$ cat src/tqr_pkg.sv
`default_nettype none
// How it works
// - Half-full enable high lets event FIFO half-full raise the interrupt.
// - Not-empty enable high lets event FIFO not-empty raise the interrupt.
// - Payload size and depth fields change only in configuration mode.
// - Queue reset bit reads set in configuration mode, clears in normal mode once the queue reset is done.
// - Overflow flag set by hardware on overflow, cleared by software.
// - Full flag reads one when every event FIFO entry is occupied.
// - Half-full flag reads one when occupancy reaches half the depth.
// - Not-empty flag reads one when at least one object is stored.
// - Full, half and not-empty flags are read-only, live from occupancy.
// - User address read returns RAM address of the event FIFO tail.
// - Queue depth is the five-bit field value plus one.
// - With global retry enable: 00 none, 01 three, 1x unlimited.
// - Priority 00000 is lowest, 11111 is highest.
// - Queue reset bit resets the queue then clears; software waits.
// - Send request starts sending; clears when the queue is drained.
// - Writing zero to a set send request asks for an abort.
// - Send request updates on completion, abort, or queue reset.
// - Head increment advances the head by one slot then self-clears.
// - Transmit direction bit is read-only and always reads one.
// - Queue enables gate attempts-done, empty and not-full interrupts.
// - Event FIFO enables for overflow on bit 3, full on bit 2.
package tqr_pkg;
  // ----------------------------------------------------------------
  // Register select codes
  // ----------------------------------------------------------------
  localparam logic [1:0] SEL_EVF_CTRL   = 2'h0;
  localparam logic [1:0] SEL_EVF_STATUS = 2'h1;
  localparam logic [1:0] SEL_EVF_TAIL   = 2'h2;
  localparam logic [1:0] SEL_QUEUE_CTRL = 2'h3;

  // ----------------------------------------------------------------
  // Field positions
  // ----------------------------------------------------------------
  localparam int B_EVF_OVF = 3;
  localparam int B_EVF_FUL = 2;
  localparam int B_EVF_HLF = 1;
  localparam int B_EVF_NE  = 0;
  localparam int B_Q_PL    = 29;
  localparam int B_Q_DEP   = 24;
  localparam int B_Q_ATT   = 21;
  localparam int B_Q_PRI   = 16;
  localparam int B_Q_RST   = 10;
  localparam int B_Q_SEND  = 9;
  localparam int B_Q_STEP  = 8;
  localparam int B_Q_DIR   = 7;
  localparam int B_Q_ATIE  = 4;
  localparam int B_Q_EIE   = 2;
  localparam int B_Q_NIE   = 0;

  // ----------------------------------------------------------------
  // Reset and retry limit values
  // ----------------------------------------------------------------
  localparam logic [1:0] RST_ATTEMPTS = 2'h3;
  localparam logic [2:0] ATT_THREE    = 3'h3;

  // Configuration bits of the queue control register.
  typedef struct packed {
    logic [2:0] payload_size_sel;
    logic [4:0] queue_depth_sel;
    logic [1:0] retry_attempts_sel;
    logic [4:0] tx_priority;
    logic       attempts_done_irq_en;
    logic       queue_empty_irq_en;
    logic       queue_notfull_irq_en;
  } tqr_qcfg_t;

  // Event FIFO interrupt enables.
  typedef struct packed {
    logic evf_overflow_irq_en;
    logic evf_full_irq_en;
    logic evf_half_irq_en;
    logic evf_nonempty_irq_en;
  } tqr_evfen_t;
endpackage
`default_nettype wire

$ cat src/tqr_payload_map.sv
`default_nettype none
// ------------------------------------------------------------------
// Payload size decoder
// ------------------------------------------------------------------
module tqr_payload_map (
  input  wire logic [2:0] sel,
  output logic      [6:0] bytes
);
  // Sizes above 24 step unevenly, so a table beats arithmetic.
  always_comb begin
    case (sel)
      3'h0:    bytes = 7'h08;
      3'h1:    bytes = 7'h0C;
      3'h2:    bytes = 7'h10;
      3'h3:    bytes = 7'h14;
      3'h4:    bytes = 7'h18;
      3'h5:    bytes = 7'h20;
      3'h6:    bytes = 7'h30;
      default: bytes = 7'h40;
    endcase
  end
endmodule
`default_nettype wire

$ cat src/tqr_regs.sv
`default_nettype none
// ------------------------------------------------------------------
// Event FIFO and transmit queue register bank
// ------------------------------------------------------------------
module tqr_regs #(
  parameter int EVF_DEPTH = 32,
  parameter int CW        = 6
) (
  input  wire logic        CORE_CLK,
  input  wire logic        RST,
  input  wire logic        REG_WR,
  input  wire logic        REG_RD,
  input  wire logic [1:0]  REG_SEL,
  input  wire logic [31:0] REG_WDATA,
  output logic      [31:0] REG_RDATA,
  input  wire logic        CONFIG_MODE,
  input  wire logic        RETRY_LIMIT_GLOBAL_EN,
  input  wire logic [CW-1:0] EVF_COUNT,
  input  wire logic [31:0] EVF_TAIL_ADDR,
  input  wire logic        EVF_OVERFLOW_EVT,
  input  wire logic        MSG_DONE,
  input  wire logic        MSG_ABORTED,
  input  wire logic        QUEUE_DRAINED,
  input  wire logic        QUEUE_RESET_DONE,
  input  wire logic        ATTEMPTS_DONE,
  input  wire logic        QUEUE_EMPTY,
  input  wire logic        QUEUE_NOTFULL,
  output logic             QUEUE_RESET_PULSE,
  output logic             HEAD_STEP_PULSE,
  output logic             ABORT_REQ_PULSE,
  output logic             SEND_ACTIVE,
  output logic [6:0]       PAYLOAD_BYTES,
  output logic [5:0]       QUEUE_SLOTS,
  output logic [4:0]       TX_PRIORITY,
  output logic [2:0]       RETRY_LIMIT,
  output logic             IRQ_REQ
);
  // ----------------------------------------------------------------
  // State
  // ----------------------------------------------------------------
  tqr_pkg::tqr_qcfg_t  qcfg_q, qcfg_d;
  tqr_pkg::tqr_evfen_t evfen_q, evfen_d;
  logic ovf_q, ovf_d;
  logic qrst_q, qrst_d;
  logic send_q, send_d;
  logic step_q, step_d;
  logic abort_q, abort_d;
  logic [31:0] rdata_q, rdata_d;
  logic ev_full, ev_half, ev_ne;
  logic wr_ec, wr_es, wr_qc;
  logic send_set;

  assign wr_ec = REG_WR && (REG_SEL == tqr_pkg::SEL_EVF_CTRL);
  assign wr_es = REG_WR && (REG_SEL == tqr_pkg::SEL_EVF_STATUS);
  assign wr_qc = REG_WR && (REG_SEL == tqr_pkg::SEL_QUEUE_CTRL);
  // A fresh send request, which outranks every clearing event.
  assign send_set = wr_qc && REG_WDATA[tqr_pkg::B_Q_SEND];

  // Occupancy flags are purely combinational, so they can never lag.
  assign ev_full = (EVF_COUNT >= CW'(EVF_DEPTH));
  assign ev_half = (EVF_COUNT >= CW'(EVF_DEPTH / 2));
  assign ev_ne   = (EVF_COUNT != '0);

  // ----------------------------------------------------------------
  // Next-state logic
  // ----------------------------------------------------------------
  // Payload size and depth fields are gated by mode; self-clearing bits pulse.
  always_comb begin
    qcfg_d  = qcfg_q;
    evfen_d = evfen_q;
    ovf_d   = ovf_q;
    qrst_d  = qrst_q;
    send_d  = send_q;
    step_d  = 1'b0;
    abort_d = 1'b0;
    if (wr_ec) begin
      evfen_d.evf_overflow_irq_en = REG_WDATA[tqr_pkg::B_EVF_OVF];
      evfen_d.evf_full_irq_en     = REG_WDATA[tqr_pkg::B_EVF_FUL];
      evfen_d.evf_half_irq_en     = REG_WDATA[tqr_pkg::B_EVF_HLF];
      evfen_d.evf_nonempty_irq_en = REG_WDATA[tqr_pkg::B_EVF_NE];
    end
    // Software clears by writing zero; a fresh event wins that cycle.
    if (wr_es && !REG_WDATA[tqr_pkg::B_EVF_OVF]) begin
      ovf_d = 1'b0;
    end
    if (EVF_OVERFLOW_EVT) begin
      ovf_d = 1'b1;
    end
    if (wr_qc) begin
      if (CONFIG_MODE) begin
        qcfg_d.payload_size_sel =
          REG_WDATA[tqr_pkg::B_Q_PL +: 3];
        qcfg_d.queue_depth_sel  =
          REG_WDATA[tqr_pkg::B_Q_DEP +: 5];
      end
      qcfg_d.retry_attempts_sel   = REG_WDATA[tqr_pkg::B_Q_ATT +: 2];
      qcfg_d.tx_priority          = REG_WDATA[tqr_pkg::B_Q_PRI +: 5];
      qcfg_d.attempts_done_irq_en = REG_WDATA[tqr_pkg::B_Q_ATIE];
      qcfg_d.queue_empty_irq_en   = REG_WDATA[tqr_pkg::B_Q_EIE];
      qcfg_d.queue_notfull_irq_en = REG_WDATA[tqr_pkg::B_Q_NIE];
      if (REG_WDATA[tqr_pkg::B_Q_RST]) begin
        qrst_d = 1'b1;
      end
      if (REG_WDATA[tqr_pkg::B_Q_STEP]) begin
        step_d = 1'b1;
      end
      if (REG_WDATA[tqr_pkg::B_Q_SEND]) begin
        send_d = 1'b1;
      end else if (send_q) begin
        abort_d = 1'b1;
      end
    end
    // Completion, abort or a landed queue reset drops the request; a
    // request written in the same cycle still wins, so none is lost.
    if ((QUEUE_DRAINED || MSG_ABORTED) && !send_set) begin
      send_d = 1'b0;
    end
    if (MSG_DONE && QUEUE_DRAINED && !send_set) begin
      send_d = 1'b0;
    end
    if (qrst_q && QUEUE_RESET_DONE && !send_set) begin
      send_d = 1'b0;
    end
    // Held set throughout configuration, released once the reset lands.
    if (CONFIG_MODE) begin
      qrst_d = 1'b1;
    end else if (qrst_q && QUEUE_RESET_DONE) begin
      qrst_d = 1'b0;
    end
  end

  // Read mux; the tail address is only meaningful outside configuration.
  always_comb begin
    rdata_d = 32'h0000_0000;
    if (REG_RD) begin
      case (REG_SEL)
        tqr_pkg::SEL_EVF_CTRL: begin
          rdata_d[tqr_pkg::B_EVF_OVF] = evfen_q.evf_overflow_irq_en;
          rdata_d[tqr_pkg::B_EVF_FUL] = evfen_q.evf_full_irq_en;
          rdata_d[tqr_pkg::B_EVF_HLF] = evfen_q.evf_half_irq_en;
          rdata_d[tqr_pkg::B_EVF_NE]  = evfen_q.evf_nonempty_irq_en;
          rdata_d[tqr_pkg::B_Q_RST]   = qrst_q;
        end
        tqr_pkg::SEL_EVF_STATUS: begin
          rdata_d[tqr_pkg::B_EVF_OVF] = ovf_q;
          rdata_d[tqr_pkg::B_EVF_FUL] = ev_full;
          rdata_d[tqr_pkg::B_EVF_HLF] = ev_half;
          rdata_d[tqr_pkg::B_EVF_NE]  = ev_ne;
        end
        tqr_pkg::SEL_EVF_TAIL: begin
          rdata_d = EVF_TAIL_ADDR;
        end
        tqr_pkg::SEL_QUEUE_CTRL: begin
          rdata_d[tqr_pkg::B_Q_PL +: 3]  = qcfg_q.payload_size_sel;
          rdata_d[tqr_pkg::B_Q_DEP +: 5] = qcfg_q.queue_depth_sel;
          rdata_d[tqr_pkg::B_Q_ATT +: 2] = qcfg_q.retry_attempts_sel;
          rdata_d[tqr_pkg::B_Q_PRI +: 5] = qcfg_q.tx_priority;
          rdata_d[tqr_pkg::B_Q_RST]      = qrst_q;
          rdata_d[tqr_pkg::B_Q_SEND]     = send_q;
          rdata_d[tqr_pkg::B_Q_DIR]      = 1'b1;
          rdata_d[tqr_pkg::B_Q_ATIE]     = qcfg_q.attempts_done_irq_en;
          rdata_d[tqr_pkg::B_Q_EIE]      = qcfg_q.queue_empty_irq_en;
          rdata_d[tqr_pkg::B_Q_NIE]      = qcfg_q.queue_notfull_irq_en;
        end
        default: rdata_d = 32'h0000_0000;
      endcase
    end
  end

  // ----------------------------------------------------------------
  // Registers
  // ----------------------------------------------------------------
  // Synchronous reset; the queue reset bit comes up set as after power-on.
  always_ff @(posedge CORE_CLK) begin
    if (RST) begin
      qcfg_q  <= '{retry_attempts_sel: tqr_pkg::RST_ATTEMPTS, default: '0};
      evfen_q <= '0;
      ovf_q   <= 1'b0;
      qrst_q  <= 1'b1;
      send_q  <= 1'b0;
      step_q  <= 1'b0;
      abort_q <= 1'b0;
      rdata_q <= 32'h0000_0000;
    end else begin
      qcfg_q  <= qcfg_d;
      evfen_q <= evfen_d;
      ovf_q   <= ovf_d;
      qrst_q  <= qrst_d;
      send_q  <= send_d;
      step_q  <= step_d;
      abort_q <= abort_d;
      rdata_q <= rdata_d;
    end
  end

  // ----------------------------------------------------------------
  // Outputs
  // ----------------------------------------------------------------
  tqr_payload_map u_pl (
    .sel   (qcfg_q.payload_size_sel),
    .bytes (PAYLOAD_BYTES)
  );

  // Retry limit: 0 none, 3 three tries, 7 unlimited.
  always_comb begin
    if (!RETRY_LIMIT_GLOBAL_EN) begin
      RETRY_LIMIT = 3'h7;
    end else begin
      case (qcfg_q.retry_attempts_sel)
        2'h0:    RETRY_LIMIT = 3'h0;
        2'h1:    RETRY_LIMIT = tqr_pkg::ATT_THREE;
        default: RETRY_LIMIT = 3'h7;
      endcase
    end
  end

  assign QUEUE_SLOTS       = {1'b0, qcfg_q.queue_depth_sel} + 6'h01;
  assign TX_PRIORITY       = qcfg_q.tx_priority;
  assign QUEUE_RESET_PULSE = qrst_q && !CONFIG_MODE;
  assign HEAD_STEP_PULSE   = step_q;
  assign ABORT_REQ_PULSE   = abort_q;
  assign SEND_ACTIVE       = send_q;
  assign REG_RDATA         = rdata_q;

  // One shared request line, gated per source by its enable.
  assign IRQ_REQ = (ovf_q && evfen_q.evf_overflow_irq_en)
                || (ev_full && evfen_q.evf_full_irq_en)
                || (ev_half && evfen_q.evf_half_irq_en)
                || (ev_ne && evfen_q.evf_nonempty_irq_en)
                || (ATTEMPTS_DONE && qcfg_q.attempts_done_irq_en)
                || (QUEUE_EMPTY && qcfg_q.queue_empty_irq_en)
                || (QUEUE_NOTFULL && qcfg_q.queue_notfull_irq_en);
endmodule
`default_nettype wire

$ cat config.mk
export PLATFORM = sky130hd
export DESIGN_NAME = tqr_regs
export DESIGN_NICKNAME = d
export VERILOG_FILES = /design/src/tqr_pkg.sv /design/src/tqr_payload_map.sv /design/src/tqr_regs.sv
export SDC_FILE = /design/constraint.sdc
export NUM_CORES = 1
export LEC_CHECK = 0
export BUFFER_PORTS_ARGS = -buffer_cell sky130_fd_sc_hd__buf_4
export CORE_MARGIN = 4
export CORE_UTILIZATION = 46
export DETAILED_ROUTE_END_ITERATION = 10
export PLACE_DENSITY = 0.92
export SLEW_MARGIN = 0
export SYNTH_ARGS = -nofsm -noshare
export SYNTH_HDL_FRONTEND = slang
export SYNTH_SLANG_ARGS = --single-unit
$ cat constraint.sdc
create_clock -name CORE_CLK -period 3.2 [get_ports CORE_CLK]
set_input_delay 0.64 -clock CORE_CLK [delete_from_list [all_inputs] [get_ports CORE_CLK]]
set_output_delay 0.64 -clock CORE_CLK [all_outputs]
set_load 0.01 [all_outputs]
# Yosys cells after proc, flatten, opt, wreduce, memory -nomap -nowiden
# Cells that the tools add are included.
# op_classes
n_addsub	1
order_cmp	2
eq_ne	10
n_mux	20
n_bitwise	3
n_reduce_logical	45
# op_table
cell	n
$pmux W7 S7	1
$logic_and A1 B1 Y1	18
$pmux W8 S2	1
$pmux W7 S2	1
$eq A3 B3 Y1 const B	3
$pmux W1 S2	4
$pmux W1 S4	2
$reduce_or A2 Y1	4
$logic_or A1 B1 Y1	7
$mux W1	7
$add A5 B1 Y6 const B	1
$eq A3 B2 Y1 const B	2
$ge A6 B5 Y1 const B	1
$ge A6 B6 Y1 const B	1
$pmux W1 S3	2
$pmux W3 S2	1
$reduce_and A2 Y1	3
$reduce_bool A2 Y1	3
$reduce_bool A6 Y1	1
$reduce_or A3 Y1	2
$eq A2 B1 Y1 const B	2
$eq A2 B2 Y1 const B	2
$logic_not A2 Y1	2
$reduce_or A4 Y1	1
other kinds (5)	9
# word_totals
regBits	59
in_bits	86
output_inout_bits	58
word_cells	99

# Logic depth before layout (Yosys ltp)
# logic_depth
ltp_word	8
depth_mapped	6
ltp_nobuf	5

# Cells and area by module
# A second synthesis with hierarchy kept.
# unflattened
cells_unflattened	244
hier_area_um2	2317.2
# by_module_without_submodules
mod	n_inst	cells_each	area_per_inst_um2	seq_area_each_um2
tqr_regs	1	234	2250.9	1181.1
tqr_payload_map	1	10	66.3	0.0

# Worst setup path before layout
# Ideal clock, no wire load.
# synth_timing
path_type	input port to output port
startpoint	input port EVF_COUNT[1]
endpoint	output port IRQ_REQ
arrival_time_ps	1425
required_ps	2560
setup_slack_ps	1135
cell_stages	3
path_buffers	0
cell_sequence	or4_1 o21ai_1 nand3_1
# synth_via
elab_chain_len	8
word_cells_on_any_way	12
cone_classes	2 x order compare; 10 x reduce/logical
# synth_lines
item	line_no	text
start: declaration	tqr_regs.sv:18	input wire logic [CW-1:0] EVF_COUNT,
$ge A6 B6 Y1	tqr_regs.sv:60	assign ev_full = (EVF_COUNT >= CW'(EVF_DEPTH));
$logic_and A1 B1 Y1	tqr_regs.sv:227	|| (ev_full && evfen_q.evf_full_irq_en)
$logic_or A1 B1 Y1	tqr_regs.sv:227	
$logic_or A1 B1 Y1	tqr_regs.sv:228	|| (ev_half && evfen_q.evf_half_irq_en)
$logic_or A1 B1 Y1 *	tqr_regs.sv:229	|| (ev_ne && evfen_q.evf_nonempty_irq_en)
$logic_or A1 B1 Y1 *	tqr_regs.sv:230	|| (ATTEMPTS_DONE && qcfg_q.attempts_done_irq_en)
$logic_or A1 B1 Y1 *	tqr_regs.sv:231	|| (QUEUE_EMPTY && qcfg_q.queue_empty_irq_en)
$logic_or A1 B1 Y1 *	tqr_regs.sv:232	|| (QUEUE_NOTFULL && qcfg_q.queue_notfull_irq_en);
end: declaration	tqr_regs.sv:36	output logic IRQ_REQ
# Mark *: on every way between the ends. The rest lies on a longest branch, timed or not.

# Final worst setup path
# Same ends and word-level chain as after synthesis.

==> flow_summary.yaml <==
run_status:
  status: "complete, no violations"
place:
  dp.cells: 422
  hpwl_um: 5200
  preCtsSetupSlack_ns: 0.891
  gp_congestion: 0.873
  io_buffer_count: 131
sta:
  rsz0062_at_grt: "no"
  postLayoutSetupSlackWorst_ns: 0.887
  fin_worst_skew_ns: 0.00577
  fin_crit_sh_pct: 72.3
  tightestPinTransition_ns: 0.695
  totalNegativeSetupSlack_ns: 0
  fmax_mhz: 432
  slew_headroom_pct: 53.7
  final_hold_viol_count: 0
  setup_viol: 0
  final_max_slew_viol_count: 0
  fin_crit_ns: 2.31
  whs_ns: 0.481
power:
  cellInternalPower_uw: 1300
  pwr-share-clk_pct: 42.3
  pwr-share-comb_pct: 11.1
  power.switching_uw: 348
  p_per_area_nw_per_um2: 476
  ir_drop_v: 0.000286
  p_leak_uw: 0.00163
  sw_frac_of_total_pct: 21.1
  p_seq_share_pct: 46.6
synth:
  synthArstFlopShare_pct: 0
  synth_area_leader_cell: "dfxtp_1"
  synth_xor_area_share_pct: 1.51
  synth_edf_count: 0
  ys_warn_count: 0
  ys_ff_latch: 59
  synth_fa_ha_area_share_pct: 3.78
  synth_top_cell_area_share_pct: 51.0
  synth_area_sq_um: 2320
  synthMuxAreaShare_pct: 0.432
  netlist_instances: 244
  ys.flop_type: "dfxtp_1"
  yosysMostFrequentCell: "dfxtp_1"
  synth_seq_area_share_pct: 51.0
  yosys.area_share.simple_pct: 19.2
  avgSynthCellArea_sq_um: 9.49
  synthTopCellsByArea: "dfxtp_1, a22o_1, nand2_1"
  ys_types: 35
  synth_compound_area_share_pct: 16.4
  synth_top_family_by_area: "simple AND/OR/NAND/NOR gates"
  yosys-top-cells-count: "dfxtp_1, nand2_1, a21oi_1, a22o_1, nand3_1"
clock_tree:
  hold_buffers: 0
  htreeDepth: 3
  cts_max_path_buffers: 2
  clock_sinks: 59
  numCtsBuffers: 9
  tritoncts: "built"
  cts_setup_buffers: 0
  post_cts_resized: 0
  clk_pin_slew_ns: 0.06
  root_buffer: "clkbuf_8"
  clkLatencyLatePin_ns: 0.32
setup_path:
  rr_worst_depth: 2
  r2r_slack_ns: 2.16
  critPathKind: "in -> out"
  arrival_ns: 1.67
  slowest_delay_ns: 0.54
  cp-start-kind: "primary input"
  cp-endpoint: "IRQ_REQ"
  worst_path_most_repeated_cell: "buf_4"
  crit_chain: "buf_4, or4_1, o21ai_1, nand3_1, buf_4"
  crit_fanout: 2
  required_ns: 2.56
  r2r-end: "SEND_ACTIVE"
  rr_startpoint: "SEND_ACTIVE"
  cp-end-kind: "output pin"
  critPathSlowestCell: "or4_1"
  crit_start: "EVF_COUNT[1]"
route:
  top_layer: "met4"
  wl_met1_um: 2560
  vias_per_cell: 5.05
  drt_wl_total_um: 6710
  drt_iter0_drc: 130
  route.met3.wl_um: 547
  dr_wl_met2_um: 3490
  drtAntennaViolNets: 0
  drc: 0
  vias: 2209
  wl_per_cell_um: 15.4
  firstDrtPassIters: 7
worst_hold_path:
  whs_path_depth: 2
  hp-class: "reg -> reg"
grt:
  antenna_found_initial: 0
  grt_max_degree: 30
  grt_usage_pct: 21.4
  grt_pass1_wl_um: 10300
  grt_pass1_vias: 2176
  grt_overflow: 0
final_layout:
  areaGrowthSynthToFinish_pct: 49.4
  drive_above_1_share_pct: 40.3
  n_antenna_cell: 0
  layout.cells.non_filler: 437
  fillers: 357
  final_nets: 459
floorplanning:
  boundaryPins: 144
  rows: 25
  start_util_pct: 48.4
  die_h_um: 79.0
  fp.coreArea_sq_um: 4790
  dieArea_sq_um: 6230
  die_w_um: 79.0
flow_run:
  drv_cap: 0
layer usage:
| metal | GRT usage (%) | up-vias |
|---|---|---|
| met4 | 9.97 | 0 |
| li1 | - | 1094 |
| met1 | 24.1 | 1001 |
| met3 | 4.76 | 11 |
| met5 | 0 | - |
| met2 | 38.4 | 103 |
stage by stage:
step	utilization [%]	area, sq um	power (uW)
finish	72.3	3460	1650
global route	72.3	3460	1710
CTS	72.3	3460	1660
detailed placement	67.9	3250	965
global placement	67.9	3250	959
floorplan	-	2320	857
sequential cells by signal, summed over array words and instances, names as in the netlist:
register / flops
evfen_q: 4
SEND_ACTIVE: 1
TX_PRIORITY: 5
ABORT_REQ_PULSE: 1
HEAD_STEP_PULSE: 1
REG_RDATA: 32
qrst_q: 1
qcfg_q: 13
ovf_q: 1
logic make-up (layout without fill, tap and decap cells):
group | Yosys count | after routing
XOR/XNOR | 4 | 4
flip-flops | 59 | 59
AO/OA/AOI/OAI | 55 | 55
adder cells (fa/ha/maj) | 7 | 7
multiplexers | 1 | 1
other | 1 | 2
buffers and inverters | 29 | 154
AND/OR/NAND/NOR | 88 | 88
area by class of cell:
cell class | instances | area [sq um] | area share [%]
multi-input combinational | 157 | 966 | 27.9
inverter | 7 | 26.3 | 0.759
timing repair buffer | 132 | 991 | 28.6
clock buffer | 14 | 183 | 5.28
tap | 67 | 83.8 | 2.42
clock inverter | 1 | 30.0 | 0.868
sequential | 59 | 1180 | 34.1
worst min path at each step:
stage | endpoint | start | slack [ns]
final | evfen_q[3] | evfen_q[3] | 0.48
after detailed placement | evfen_q[3] | evfen_q[3] | 0.47
after global placement | TX_PRIORITY[4] | TX_PRIORITY[4] | 0.46
after floorplan | evfen_q[0] | evfen_q[0] | 0.45
after global routing | ABORT_REQ_PULSE | REG_WDATA[9] | 0.48
after CTS | ABORT_REQ_PULSE | REG_WDATA[9] | 0.48
worst max-delay path: cells and delay by family:
family,cells,cell delay (ns)
AO/OA/AOI/OAI,1,0.14
AND/OR/NAND/NOR,2,0.63
buffers and inverters,2,0.26
power by group through the flow:
| stage | combinational [uW] | clock (uW) | sequential, uW |
|---|---|---|---|
| 4_1_cts | 182 | 710 | 768 |
| 3_5_place_dp | 181 | 0 | 784 |
| 2_1_floorplan | 72.1 | 0 | 785 |
| 5_1_grt | 197 | 747 | 770 |
| 6_report | 182 | 698 | 768 |
| 3_3_place_gp | 177 | 0 | 783 |
cell usage in the layout, fill, tap and decap left out, types with 2 or more instances in the layout:
master / synthesis / final
buf_4: 10 / 132
dfxtp_1: 59 / 59
nand2_1: 35 / 35
a21oi_1: 24 / 24
nand3_1: 17 / 17
a22o_1: 17 / 17
clkbuf_8: 0 / 13
and3_1: 10 / 10
inv_1: 7 / 7
ha_1: 7 / 7
and2_1: 5 / 5
a222oi_1: 5 / 5
o21ai_1: 4 / 4
nor2_1: 4 / 4
nand3b_1: 3 / 3
nor3_1: 3 / 3
xnor2_1: 2 / 2
nand2b_1: 2 / 2
nor2b_1: 2 / 2
xor2_1: 2 / 2
a221oi_1: 2 / 2
conb_1: 1 / 2
(Power assumes the default switching activity.)
